--- src/hdl/status_special_pkg.sv ---
/*
  Constants, field layouts and carrier types for the status and special
  register write unit. Assumes a core that numbers instruction and
  register bits big-endian, with bit 0 as the most significant bit.
*/
// How it works
// [RULE1] Set-status-bit op (63/38) forces the indexed status bit to one.
// [RULE2] Set-status-bit never sets bits 1 and 2 directly; they stay derived.
// [RULE3] Set-status-bit may also raise the exception summary bit.
// [RULE4] Record forms load condition field one from status bits 0 to 3.
// [RULE5] Masked write (711) copies each selected nibble of the low source word.
// [RULE6] Masked write leaves the exception summary alone unless mask bit 0 is set.
// [RULE7] Field 0 write takes summary and overflow straight from source bits.
// [RULE8] Field 0 write derives enabled and invalid summaries, ignoring source.
// [RULE9] Immediate form writes its nibble into the field its index selects.
// [RULE10] Machine state write copies the whole source, supervisor only.
// [RULE11] Machine state write synchronizes unless only doze or byte order change.
// [RULE12] Interrupt enable takes effect at completion; pending interrupt then taken.
// [RULE13] Special register number is bits 16-20 high, bits 11-15 low.
// [RULE14] User level accepts numbers 1, 8 and 9: exception, link, count.
// [RULE15] Undefined number in user mode traps or is boundedly undefined.
// [RULE16] User-access numbers place the source value in the register.
// [RULE17] Time base halves are written independently of each other.
// [RULE18] Supervisor-only register written in user state raises privileged fault.
// [RULE19] User state, undefined number with privileged bit: only a fault.
// [RULE20] Other undefined numbers raise illegal fault or are boundedly undefined.
// [RULE21] Condition field one uses status bits after this op's own update.
package status_special_pkg;

  // ------------------------------------------------------------
  // Opcodes
  // ------------------------------------------------------------
  localparam logic [0:5] OP_FP = 6'h3f;
  localparam logic [0:5] OP_INT = 6'h1f;
  localparam logic [0:9] XO_SET_BIT = 10'h026;
  localparam logic [0:9] XO_FIELDS = 10'h2c7;
  localparam logic [0:9] XO_FIELD_IMM = 10'h086;
  localparam logic [0:9] XO_MSR = 10'h092;
  localparam logic [0:9] XO_SPR = 10'h1d3;

  // ------------------------------------------------------------
  // Status word layout
  // ------------------------------------------------------------
  localparam int NIB = 4;
  localparam int NFIELD = 8;
  localparam int FX = 0;
  localparam int FP_ENABLED_SUMMARY = 1;
  localparam int VX = 2;
  localparam int OX = 3;
  localparam int EXC_LO = 3;
  localparam int EXC_HI = 12;
  localparam int VXB_LO = 7;
  localparam int VXB_HI = 12;
  localparam int VXE_LO = 21;
  localparam int VXE_HI = 23;
  localparam int EXB_LO = 2;
  localparam int EXB_HI = 6;
  localparam int ENB_LO = 24;
  localparam int ENB_HI = 28;

  // ------------------------------------------------------------
  // Machine state word layout
  // ------------------------------------------------------------
  localparam int MSR_EE = 16;
  localparam int MSR_PR = 17;
  // Doze request (bit 13) and byte order (bit 31) need no synchronization.
  localparam logic [0:31] SYNC_FREE = 32'h0004_0001;

  // ------------------------------------------------------------
  // Special register numbers
  // ------------------------------------------------------------
  localparam logic [0:9] SPR_XER = 10'h001;
  localparam logic [0:9] SPR_LR = 10'h008;
  localparam logic [0:9] SPR_CTR = 10'h009;
  localparam logic [0:9] SPR_TBL = 10'h11c;
  localparam logic [0:9] SPR_TBU = 10'h11d;

  // ------------------------------------------------------------
  // Reset values and bus map
  // ------------------------------------------------------------
  localparam logic [0:31] FLOAT_STATUS_CONTROL_RST = 32'h0000_0000;
  localparam logic [0:31] MSR_RST = 32'h0000_0000;
  localparam logic [0:31] WORD_RST = 32'h0000_0000;
  localparam logic [63:0] TB_RST = 64'h0;
  localparam logic [63:0] TB_ONE = 64'h1;
  localparam int AW = 8;
  localparam logic [AW-1:0] A_FLOAT_STATUS_CONTROL = 8'h00;
  localparam logic [AW-1:0] A_MSR = 8'h04;
  localparam logic [AW-1:0] A_CR1 = 8'h08;
  localparam logic [AW-1:0] A_XER = 8'h0c;
  localparam logic [AW-1:0] A_LR = 8'h10;
  localparam logic [AW-1:0] A_CTR = 8'h14;
  localparam logic [AW-1:0] A_TBL = 8'h18;
  localparam logic [AW-1:0] A_TBU = 8'h1c;
  localparam logic [2:0] SZ_WORD = 3'h2;
  localparam logic [27:0] CR1_PAD = 28'h0;

  // ------------------------------------------------------------
  // Carriers
  // ------------------------------------------------------------
  typedef struct packed {
    logic [0:5] primary;
    logic [0:4] d;
    logic [0:4] a;
    logic [0:4] b;
    logic [0:9] xop;
    logic record_flag;
  } instr_t;

  typedef struct packed {
    logic valid;
    instr_t instr;
    logic [0:63] fp_source_reg;
    logic [0:31] gp_source_reg;
  } issue_t;

  typedef struct packed {
    logic done;
    logic priv_exc;
    logic illegal_exc;
    logic sync_req;
    logic irq_take;
  } result_t;

endpackage

--- src/hdl/status_special_reg_write.sv ---
/*
  Execution unit for status and special register writes: status bit
  set, masked and immediate status field writes, machine state word
  write and special register write, with an AHB-Lite slave that shows
  the state. Assumes the dispatch pipeline issues one op per cycle at
  most and takes the result one cycle later.
*/
`timescale 1ns/1ps
module status_special_reg_write
  import status_special_pkg::*;
(
  input wire logic clk,
  input wire logic rst_b,
  input wire issue_t issue,
  input wire logic ext_irq_pending,
  input wire logic dec_irq_pending,
  input wire logic higher_exc_pending,
  output result_t result,
  input wire logic hsel,
  input wire logic [31:0] haddr,
  input wire logic [1:0] htrans,
  input wire logic hwrite,
  input wire logic [2:0] hsize,
  input wire logic [31:0] hwdata,
  input wire logic hready,
  output logic hreadyout,
  output logic [31:0] hrdata,
  output logic hresp
);

  // ------------------------------------------------------------
  // Status word helpers
  // ------------------------------------------------------------
  function automatic logic [0:31] fix_sum(input logic [0:31] f);
    logic [0:31] r;
    r = f;
    r[VX] = (|f[VXB_LO:VXB_HI]) | (|f[VXE_LO:VXE_HI]);
    r[FP_ENABLED_SUMMARY] = |(r[EXB_LO:EXB_HI] & r[ENB_LO:ENB_HI]);
    return r;
  endfunction

  function automatic logic is_exc(input logic [0:4] idx);
    return ((idx >= 5'(EXC_LO)) && (idx <= 5'(EXC_HI))) ||
           ((idx >= 5'(VXE_LO)) && (idx <= 5'(VXE_HI)));
  endfunction

  function automatic logic [0:31] set_bit(input logic [0:31] f,
                                          input logic [0:4] idx);
    logic [0:31] r;
    r = f;
    if ((idx != 5'(FP_ENABLED_SUMMARY)) && (idx != 5'(VX))) begin
      r[idx] = 1'b1;
    end
    // Summary is set when an exception bit goes from zero to one.
    if (is_exc(idx) && !f[idx]) begin
      r[FX] = 1'b1;
    end
    return fix_sum(r);
  endfunction

  // Field 0 carries the summary and overflow bits straight from the
  // source; the two derived summaries are recomputed afterwards.
  function automatic logic [0:31] merge(input logic [0:31] f,
                                        input logic [0:31] s,
                                        input logic [0:7] m);
    logic [0:31] r;
    r = f;
    for (int i = 0; i < NFIELD; i++) begin
      if (m[i]) begin
        r[NIB*i +: NIB] = s[NIB*i +: NIB];
      end
    end
    return fix_sum(r);
  endfunction

  // ------------------------------------------------------------
  // State
  // ------------------------------------------------------------
  logic [0:31] float_status_control;
  logic [0:31] machine_state_word;
  logic [0:3] cr1;
  logic [0:31] fixed_point_exception_reg;
  logic [0:31] lr;
  logic [0:31] ctr;
  logic [63:0] tb;
  logic wr_pend;
  logic [AW-1:0] wr_addr;

  // ------------------------------------------------------------
  // Decode
  // ------------------------------------------------------------
  instr_t ins;
  logic v;
  logic user;
  logic is_fp;
  logic is_fsb1;
  logic is_fsf;
  logic is_fsfi;
  logic is_msr;
  logic is_spr;
  logic fp_op;
  logic [0:7] fm;
  logic [0:2] crf;
  logic [0:3] immediate_nibble;
  logic [0:7] fi_mask;
  logic [0:9] spr_num;
  logic spr_sup;
  logic spr_def;

  assign ins = issue.instr;
  assign v = issue.valid;
  assign user = machine_state_word[MSR_PR];
  assign is_fp = v && (ins.primary == OP_FP);
  assign is_fsb1 = is_fp && (ins.xop == XO_SET_BIT);
  assign is_fsf = is_fp && (ins.xop == XO_FIELDS);
  assign is_fsfi = is_fp && (ins.xop == XO_FIELD_IMM);
  assign is_msr = v && (ins.primary == OP_INT) && (ins.xop == XO_MSR);
  assign is_spr = v && (ins.primary == OP_INT) && (ins.xop == XO_SPR);
  assign fp_op = is_fsb1 || is_fsf || is_fsfi;
  assign fm = {ins.d[1:4], ins.a[0:3]};
  assign crf = ins.d[0:2];
  assign immediate_nibble = ins.b[0:3];
  assign fi_mask = 8'h80 >> crf;
  assign spr_num = {ins.b, ins.a}; // RULE13
  assign spr_sup = ins.a[0];
  assign spr_def = (spr_num == SPR_XER) || (spr_num == SPR_LR) ||
                   (spr_num == SPR_CTR) || (spr_num == SPR_TBL) ||
                   (spr_num == SPR_TBU);

  // ------------------------------------------------------------
  // Status word next value
  // ------------------------------------------------------------
  logic [0:31] fp_set;
  logic [0:31] fp_fsf;
  logic [0:31] fp_fsfi;
  logic [0:31] next_float_status_control;

  assign fp_set = set_bit(float_status_control, ins.d); // RULE1 RULE2 RULE3
  assign fp_fsf = merge(float_status_control, issue.fp_source_reg[32:63], fm); // RULE5 RULE6 RULE7 RULE8
  assign fp_fsfi = merge(float_status_control, {NFIELD{immediate_nibble}}, fi_mask); // RULE9 RULE7 RULE8
  assign next_float_status_control = is_fsb1 ? fp_set : (is_fsf ? fp_fsf : fp_fsfi);

  // ------------------------------------------------------------
  // Privilege and faults
  // ------------------------------------------------------------
  logic msr_ok;
  logic msr_priv;
  logic spr_priv;
  logic spr_ill;
  logic spr_ok;
  logic unknown;
  logic sync_need;
  logic irq_now;

  assign msr_priv = is_msr && user; // RULE10
  assign msr_ok = is_msr && !user;
  // Any privileged-bit number in user state faults as privileged,
  // defined or not, so the write never lands.
  assign spr_priv = is_spr && user && spr_sup; // RULE18 RULE19
  assign spr_ill = is_spr && !spr_def && !(user && spr_sup); // RULE15 RULE20
  assign spr_ok = is_spr && spr_def && !spr_priv; // RULE14 RULE16
  assign unknown = v && !fp_op && !is_msr && !is_spr;
  assign sync_need = msr_ok &&
    (|((machine_state_word ^ issue.gp_source_reg) & ~SYNC_FREE)); // RULE11
  assign irq_now = msr_ok && issue.gp_source_reg[MSR_EE] && !machine_state_word[MSR_EE] &&
    (ext_irq_pending || dec_irq_pending) && !higher_exc_pending; // RULE12

  // ------------------------------------------------------------
  // Bus decode
  // ------------------------------------------------------------
  logic go;
  logic bus_fp_wr;
  logic bus_msr_wr;
  logic [AW-1:0] ra;
  logic [31:0] rd_val;

  assign go = hsel && htrans[1] && hready && (hsize == SZ_WORD);
  assign bus_fp_wr = wr_pend && (wr_addr == A_FLOAT_STATUS_CONTROL);
  assign bus_msr_wr = wr_pend && (wr_addr == A_MSR);
  assign ra = haddr[AW-1:0];
  assign rd_val = (ra == A_FLOAT_STATUS_CONTROL) ? float_status_control :
                  (ra == A_MSR) ? machine_state_word :
                  (ra == A_CR1) ? {CR1_PAD, cr1} :
                  (ra == A_XER) ? fixed_point_exception_reg :
                  (ra == A_LR) ? lr :
                  (ra == A_CTR) ? ctr :
                  (ra == A_TBL) ? tb[31:0] :
                  (ra == A_TBU) ? tb[63:32] : WORD_RST;
  assign hreadyout = 1'b1;
  assign hresp = 1'b0;

  // ------------------------------------------------------------
  // Status word and condition field
  // ------------------------------------------------------------
  // An op write wins over a bus write landing in the same cycle.
  always_ff @(posedge clk) begin
    if (!rst_b) begin
      float_status_control <= FLOAT_STATUS_CONTROL_RST;
    end else if (fp_op) begin
      float_status_control <= next_float_status_control;
    end else if (bus_fp_wr) begin
      float_status_control <= fix_sum(hwdata);
    end
  end

  always_ff @(posedge clk) begin
    if (!rst_b) begin
      cr1 <= 4'h0;
    end else if (fp_op && ins.record_flag) begin
      cr1 <= next_float_status_control[FX:OX]; // RULE4 RULE21
    end
  end

  // ------------------------------------------------------------
  // Machine state word
  // ------------------------------------------------------------
  always_ff @(posedge clk) begin
    if (!rst_b) begin
      machine_state_word <= MSR_RST;
    end else if (msr_ok) begin
      machine_state_word <= issue.gp_source_reg; // RULE10 RULE12
    end else if (bus_msr_wr) begin
      machine_state_word <= hwdata;
    end
  end

  // ------------------------------------------------------------
  // Special registers
  // ------------------------------------------------------------
  always_ff @(posedge clk) begin
    if (!rst_b) begin
      fixed_point_exception_reg <= WORD_RST;
      lr <= WORD_RST;
      ctr <= WORD_RST;
    end else if (spr_ok) begin
      if (spr_num == SPR_XER) begin
        fixed_point_exception_reg <= issue.gp_source_reg; // RULE16
      end
      if (spr_num == SPR_LR) begin
        lr <= issue.gp_source_reg; // RULE16
      end
      if (spr_num == SPR_CTR) begin
        ctr <= issue.gp_source_reg; // RULE16
      end
    end
  end

  // The time base counts every clock; a half write suppresses the carry
  // across the halves for that cycle; the high half holds on a low write, the low half counts on during a high write.
  logic tbl_wr;
  logic tbu_wr;
  logic [63:0] tb_inc;

  assign tbl_wr = spr_ok && (spr_num == SPR_TBL);
  assign tbu_wr = spr_ok && (spr_num == SPR_TBU);
  assign tb_inc = tb + TB_ONE;

  always_ff @(posedge clk) begin
    if (!rst_b) begin
      tb <= TB_RST;
    end else if (tbl_wr) begin
      tb <= {tb[63:32], issue.gp_source_reg}; // RULE17
    end else if (tbu_wr) begin
      tb <= {issue.gp_source_reg, tb_inc[31:0]}; // RULE17
    end else begin
      tb <= tb_inc;
    end
  end

  // ------------------------------------------------------------
  // Result to the completion pipeline
  // ------------------------------------------------------------
  always_ff @(posedge clk) begin
    if (!rst_b) begin
      result <= '0;
    end else begin
      result.done <= v;
      result.priv_exc <= msr_priv || spr_priv; // RULE18
      result.illegal_exc <= spr_ill || unknown; // RULE20
      result.sync_req <= sync_need; // RULE11
      result.irq_take <= irq_now; // RULE12
    end
  end

  // ------------------------------------------------------------
  // Bus slave
  // ------------------------------------------------------------
  always_ff @(posedge clk) begin
    if (!rst_b) begin
      wr_pend <= 1'b0;
      wr_addr <= '0;
      hrdata <= WORD_RST;
    end else begin
      wr_pend <= go && hwrite;
      wr_addr <= ra;
      if (go && !hwrite) begin
        hrdata <= rd_val;
      end
    end
  end

  // ------------------------------------------------------------
  // Checks
  // ------------------------------------------------------------
  AST_SET_BIT: assert property ( // RULE1
    @(posedge clk) disable iff (!rst_b)
    (is_fsb1 && (ins.d != 5'(FP_ENABLED_SUMMARY)) && (ins.d != 5'(VX))) |=>
      float_status_control[$past(ins.d)])
    else $error("status bit not set");

  AST_SUMMARY_DERIVED: assert property ( // RULE2
    @(posedge clk) disable iff (!rst_b)
    $past(rst_b) |-> (float_status_control[VX] == ((|float_status_control[VXB_LO:VXB_HI]) |
      (|float_status_control[VXE_LO:VXE_HI]))) &&
      (float_status_control[FP_ENABLED_SUMMARY] == (|(float_status_control[EXB_LO:EXB_HI] & float_status_control[ENB_LO:ENB_HI]))))
    else $error("derived summary bits wrong");

  AST_FX_KEEP: assert property ( // RULE6
    @(posedge clk) disable iff (!rst_b)
    (is_fsf && !fm[0]) |=> $stable(float_status_control[FX]))
    else $error("summary changed without field 0");

  AST_FIELD0: assert property ( // RULE7
    @(posedge clk) disable iff (!rst_b)
    (is_fsf && fm[0]) |=>
      (float_status_control[FX] == $past(issue.fp_source_reg[32])) &&
      (float_status_control[OX] == $past(issue.fp_source_reg[35])))
    else $error("field 0 not copied from source");

  AST_FIELD_IMM: assert property ( // RULE9
    @(posedge clk) disable iff (!rst_b)
    (is_fsfi && (crf != 3'h0)) |=> (float_status_control[NIB*$past(crf) +: NIB] == $past(immediate_nibble)))
    else $error("immediate field not written");

  AST_CR1: assert property ( // RULE4
    @(posedge clk) disable iff (!rst_b)
    (fp_op && ins.record_flag) |=> (cr1 == float_status_control[FX:OX]))
    else $error("condition field one mismatch");

  AST_MSR_PRIV: assert property ( // RULE10
    @(posedge clk) disable iff (!rst_b)
    (msr_priv && !bus_msr_wr) |=> result.priv_exc && $stable(machine_state_word))
    else $error("user machine state write not refused");

  AST_LR_WRITE: assert property ( // RULE13
    @(posedge clk) disable iff (!rst_b)
    (is_spr && (ins.a == 5'h08) && (ins.b == 5'h00)) |=>
      (lr == $past(issue.gp_source_reg)))
    else $error("link register not written");

  AST_TB_HALF: assert property ( // RULE17
    @(posedge clk) disable iff (!rst_b)
    tbl_wr |=> (tb[63:32] == $past(tb[63:32])))
    else $error("high time base moved on low write");

  AST_SPR_PRIV: assert property ( // RULE18
    @(posedge clk) disable iff (!rst_b)
    (is_spr && user && spr_sup) |=> result.priv_exc && !result.illegal_exc)
    else $error("privileged fault missing");

  AST_IRQ: assert property ( // RULE12
    @(posedge clk) disable iff (!rst_b)
    result.irq_take |-> $past(msr_ok) && machine_state_word[MSR_EE] &&
      $past(ext_irq_pending || dec_irq_pending))
    else $error("interrupt taken without cause");

  AST_SPR_ILL: assert property ( // RULE20
    @(posedge clk) disable iff (!rst_b)
    (is_spr && !spr_def && !(user && spr_sup)) |=> result.illegal_exc && !result.priv_exc)
    else $error("undefined register number not refused");

  // Only the doze and byte order bits may change without asking for a sync.
  AST_SYNC_SKIP: assert property ( // RULE11
    @(posedge clk) disable iff (!rst_b)
    (msr_ok && (((machine_state_word ^ issue.gp_source_reg) & ~SYNC_FREE) == WORD_RST)) |=>
      !result.sync_req)
    else $error("sync asked for a sync-free change");

endmodule

--- config.mk ---
export PLATFORM = sky130hd
export DESIGN_NAME = status_special_reg_write
export DESIGN_NICKNAME = d
export VERILOG_FILES = /design/src/hdl/status_special_pkg.sv /design/src/hdl/status_special_reg_write.sv
export SDC_FILE = /design/constraint.sdc
export NUM_CORES = 1
export LEC_CHECK = 0
export BUFFER_PORTS_ARGS = -buffer_cell sky130_fd_sc_hd__buf_2
export CAP_MARGIN = 10
export CORE_AREA = 2 2 178 180
export DETAILED_ROUTE_END_ITERATION = 6
export DIE_AREA = 0 0 180 182
export PLACE_DENSITY = 0.82
export SKIP_CTS_REPAIR_TIMING = 1
export SLEW_MARGIN = 40
export SYNTH_ARGS = -nofsm -noshare
export SYNTH_HDL_FRONTEND = slang
export SYNTH_SLANG_ARGS = --single-unit
--- constraint.sdc ---
create_clock -name clk -period 2.4 [get_ports clk]
set_clock_uncertainty 0.1 [all_clocks]
set_input_delay 0.36 -clock clk [delete_from_list [all_inputs] [get_ports clk]]
set_output_delay 0.36 -clock clk [all_outputs]
set_load 0.05 [all_outputs]
**After elaboration in Yosys (flattened, before gate mapping)**

Index checks and enable logic that the tools add are counted.

- Input bits: 206
- Register bits after elaboration: 274
- Word-level logic and storage cells: 194
- Output and inout bits: 39

- Bitwise operators: 11
- Equal/unequal tests: 32
- $add $sub $neg: 1
- Mux-type cells: 39
- Shift-type cells: 1
- Reduce and logical (&&, ||, !) cells: 84
- Magnitude comparators: 6

Operators with widths:

| cell | number |
|---|---|
| $mux 32 | 16 |
| $add 64x1->64 const B | 1 |
| $mux 4 | 16 |
| $mux 64 | 1 |
| $logic_and 1x1->1 | 39 |
| $eq 8x5->1 const B | 4 |
| $or 32x32->32 | 1 |
| $xor 32x32->32 | 1 |
| $eq 10x9->1 const B | 3 |
| $reduce_or 30->1 | 1 |
| $reduce_or 6->1 | 4 |
| $and 5x5->5 | 4 |
| $eq 10x4->1 const B | 2 |
| $eq 10x8->1 const B | 2 |
| $reduce_or 5->1 | 4 |
| $eq 8x3->1 const B | 2 |
| $eq 8x4->1 const B | 2 |
| $logic_not 8->1 | 2 |
| $ne 4x3->1 const B | 4 |
| $ne 4x4->1 const B | 4 |
| $reduce_and 4->1 | 4 |
| $reduce_or 3->1 | 4 |
| $logic_not 1->1 | 11 |
| $eq 10x1->1 const B | 1 |
| 23 further kinds | 41 |

**Depth between registers and ports, before layout**

- Depth in word-level cells: 13
- Mapped depth: 11
- Gate-level depth less buffers: 8

**Worst setup path before layout**

No wires, ideal clock.

- Path type: input -> register
- Start: input issue[97] (netlist name)
- End: register float_status_control[23] (netlist name)
- Cell stages on the path: 8
- Setup time: 0.116 ns
- Arrival time: 2.289 ns
- Slack: -0.105 ns
- Path buffers: 3
- Required time: 2.184 ns
- Cell sequence: or3_1 > or2_2 > buf_2 > or3_1 > clkbuf_1 > buf_6 > a311o_1 > a41o_1

- Longest elaborated chain between the ends: 5
- Elaborated cells between the ends (all ways): 12
- Those cells by class: eq/ne: 3; mux: 3; reduce/logical: 6

Ends and longest elaborated chain:

| what | line | text |
|---|---|---|
| from (decl) | status_special_reg_write.sv:14 | `input wire issue_t issue,` |
| $eq 10x10->1 or $eq 10x6->1 (tied branches) | status_special_reg_write.sv:115, status_special_reg_write.sv:114 |  |
| $logic_and 1x1->1 (on tied branches) | status_special_reg_write.sv:115, status_special_reg_write.sv:114 |  |
| $mux 32 or $logic_or 1x1->1 (tied branches) (2 in series) | status_special_reg_write.sv:141, status_special_reg_write.sv:119 |  |
| $mux 32 or $reduce_bool 2->1 (tied branches) | n/a |  |
| to (signal assigned) | status_special_reg_write.sv:200 | `float_status_control <= next_float_status_control;` |
| to (signal assigned) | status_special_reg_write.sv:202 | `float_status_control <= fix_sum(hwdata);` |
| to (decl) | status_special_reg_write.sv:79 | `logic [0:31] float_status_control;` |

Several ways; a longest one is shown, not always the timed one.
A chain may end at the register's enable or synchronous reset.

**Final worst setup path**

- Start: register wr_addr[0]
- End: register float_status_control[13] (netlist name)

- Longest elaborated chain between the ends: 4

Ends and longest elaborated chain:

| what | line | text |
|---|---|---|
| from (decl) | status_special_reg_write.sv:87 | `logic [AW-1:0] wr_addr;` |
| from (signal assigned) | status_special_reg_write.sv:295 | `wr_addr <= ra;` |
| $logic_not 8->1 | status_special_reg_write.sv:178 | `assign bus_fp_wr = wr_pend && (wr_addr == A_FLOAT_STATUS_CONTROL);` |
| $logic_and 1x1->1 | status_special_reg_write.sv:178 |  |
| $reduce_bool 2->1 (no line) | n/a |  |
| $reduce_and 4->1 (no line) | n/a |  |

No other way between the ends.

==> flow_summary.yaml <==
critical_path:
  crit_top_cell: "or4_4"
  end_kind: "flip-flop"
  worstPathRequired_ps: 2760
  crit_path_max_incr_delay_ps: 560
  critPathLaunchType: "flip-flop"
  cp_max_fo: 4
  slowest_stage: "or4_4"
  crit_arrival_ps: 3010
  critPathKind: "flip-flop to flip-flop"
  crit_chain: "or4_4 -> or4_4 -> or2_4 -> a22oi_4 -> a21boi_4 -> nand2_2 -> o22ai_1"
cells_and_area:
  top_register: "tb"
  drive_gt1_share_pct: 24.70
  antenna_cells: 0
  largest_reg_flops: 64
  mostFrequentLayoutCell: "nand2_1"
  n_fill_cell: 2606
  nets: 2655
  area_growth_syn_to_layout_pct: 27.50
  most-common-layout-cells: "nand2_1, a21oi_1, dfxtp_1"
  final_cells: 2868
yosys:
  synth_xor_area_share_pct: 3.537
  yosysUniqueCellTypes: 90
  synth_nets: 2359
  async_reset_ff_share_pct: 0
  synth_ff_type: "dfxtp_1"
  yosys.area_share.simple_pct: 25.54
  synth-edff-count: 0
  syn_area_per_cell_um2: 7.364
  synth-compound-area-share_pct: 27.47
  synth_top_family_by_area: "compound AO/OA/AOI/OAI gates"
  synth-seq-area-share_pct: 34.62
  synthCells: 2152
  synth.area.mux_share_pct: 2.621
  yosysWarnings: 0
  synth_area_mm2: 0.01585
  synth_fa_ha_area_share_pct: 0.07896
  synth-seq-cells: 274
die:
  die_h_um: 182
  dieArea_mm2: 0.03276
  die_w_um: 180
  ioPinCount: 245
  fp-row-count: 65
  initial_core_util_pct: 51.14
  coreArea_mm2: 0.03099
pwr:
  p_sw_uw: 2506
  switching_share_pct: 25.29
  power.total_uw: 9910
  clkPwrFrac_pct: 43.8
  leakage_uw: 0.007523
  vdd_ir_drop_max_mv: 0.5741
  share_seq_of_total_power_pct: 46.1
  p_per_area_mw_per_mm2: 490.5
  combPwrFrac_pct: 10.1
  intPower_uw: 7404
routing:
  drtIter0Drc: 2117
  wl_um: 63110
  vias_per_cell: 6.427
  drcViolationCount: 0
  wl_per_cell_um: 22.00
  detailedRoute.firstPassIterationCount: 7
  vias: 18430
  ant_nets: 0
timing:
  final_max_slew_viol_count: 0
  timing.final.hold_violations: 1
  fin_crit_sh_pct: 110.1
  relSlewSlack_pct: 58.63
  fmax_mhz: 378.5
  worst_pin_slew_ps: 616.1
  rsz0062_at_grt: "yes"
  layout_setup_ws_ps: -241.7
  finalCriticalPeriod_ps: 2642
  whs_ps: -20.80
  setup_viol: 29
placement:
  place.port_buffers: 183
  pre_cts_ws_ps: -488.4
  dp.cells: 2797
  gp_congestion: 1.009
  hpwl_um: 47240
status:
  status: "finished, violations left"
  violations: "hold timing, setup timing"
clock_network:
  clk_pin_slew_worst_paths_ps: 60
  h-tree-depth: 1
  clock_latency_ps: 560
  clock_sinks: 274
  cts_buffer_depth: 3
  cts_buffers: 29
  root_buffer: "clkbuf_16"
  tritoncts: "done"
grt:
  grt_use_total_pct: 36.46
  grt_pass1_vias: 17320
  grt-ovfl-total: 0
  antenna_found_initial: 0
  grt_start_max_net_pins: 66
  grt_pass1_wl_um: 95920
worst_hold_path:
  hold_class: "input port to flip-flop"
job:
  maxCapViolCount: 0
through the flow:
stage	hold slack [ps]	area [µm²]	setup TNS (ps)	util, %
after global placement	337.2	18890	-50190	60.97
final	-20.80	20200	-3601	65.20
after global routing	5.276	20200	-4782	65.20
after CTS	-90.93	19790	-3569	63.88
after detailed placement	342.6	18900	-64680	60.99
after floorplan	329.4	15890	-200.5	-
critical path: cells and delay by family, from the launching register on:
family          cells  cell delay (ps)
flops               1              320
compound gates      3              730
simple gates        4             1390
cell usage after synthesis, types with 33 or more instances:
| cell | number | area [µm²] |
|---|---|---|
| nor2b_1 | 37 | 231.5 |
| a211oi_1 | 38 | 285.3 |
| a311oi_1 | 38 | 332.8 |
| xnor2_1 | 37 | 324.1 |
| a21oi_1 | 294 | 1471 |
| o21ai_0 | 57 | 285.3 |
| a22oi_1 | 41 | 307.8 |
| dfxtp_1 | 274 | 5485 |
| nand2_1 | 403 | 1513 |
| o22ai_1 | 85 | 531.8 |
| o211ai_1 | 33 | 247.7 |
| nor3_1 | 40 | 200.2 |
| clkbuf_1 | 165 | 619.3 |
| nor2_1 | 148 | 555.5 |
| nand3_1 | 64 | 320.3 |
area by class of cell:
cell class | count | area, µm² | share of cell area, %
Timing Repair Buffer | 476 | 3587 | 17.75
Clock buffer | 40 | 817.0 | 4.044
Multi-Input combinational cell | 1647 | 9649 | 47.76
Tap cell | 402 | 503.0 | 2.489
Inverter | 20 | 80.08 | 0.3963
Sequential cell | 274 | 5489 | 27.17
Clock inverter | 9 | 78.83 | 0.3901
path summary, 6_finish.rpt:
kind              startpoint                  endpoint  slack (ps)  cells after the start
setup / recovery  wr_addr[0]  float_status_control[13]        -240                      7
setup reg to reg  wr_addr[0]  float_status_control[13]        -240                      7
hold / removal    hwdata[30]     machine_state_word[1]         -20                      3
hold reg to reg   hrdata[28]                hrdata[28]         350                      2
metal layers:
metal	up-vias	wire length [µm]	global-route usage, %
met1	8690	24820	46.56
met3	236	5832	5.215
met2	1155	29030	60.80
met4	0	3431	17.27
li1	8352	-	-
met5	-	0	0
cells by family after synthesis:
family,count (synthesis)
simple gates,859
mux,34
buf+inv,231
flops,274
compound gates,687
xor+xnor,64
other cells,2
fa+ha+maj,1
power by group through the flow:
stage	Sequential [µW]	Clock [µW]	Combinational, µW
4_1_cts	4570	4330	946
6_report	4570	4340	998
5_1_grt	4570	4540	1040
3_5_place_dp	4670	0	941
3_3_place_gp	4670	0	933
2_1_floorplan	4680	0	435
Power figures use the tool's default switching activity.
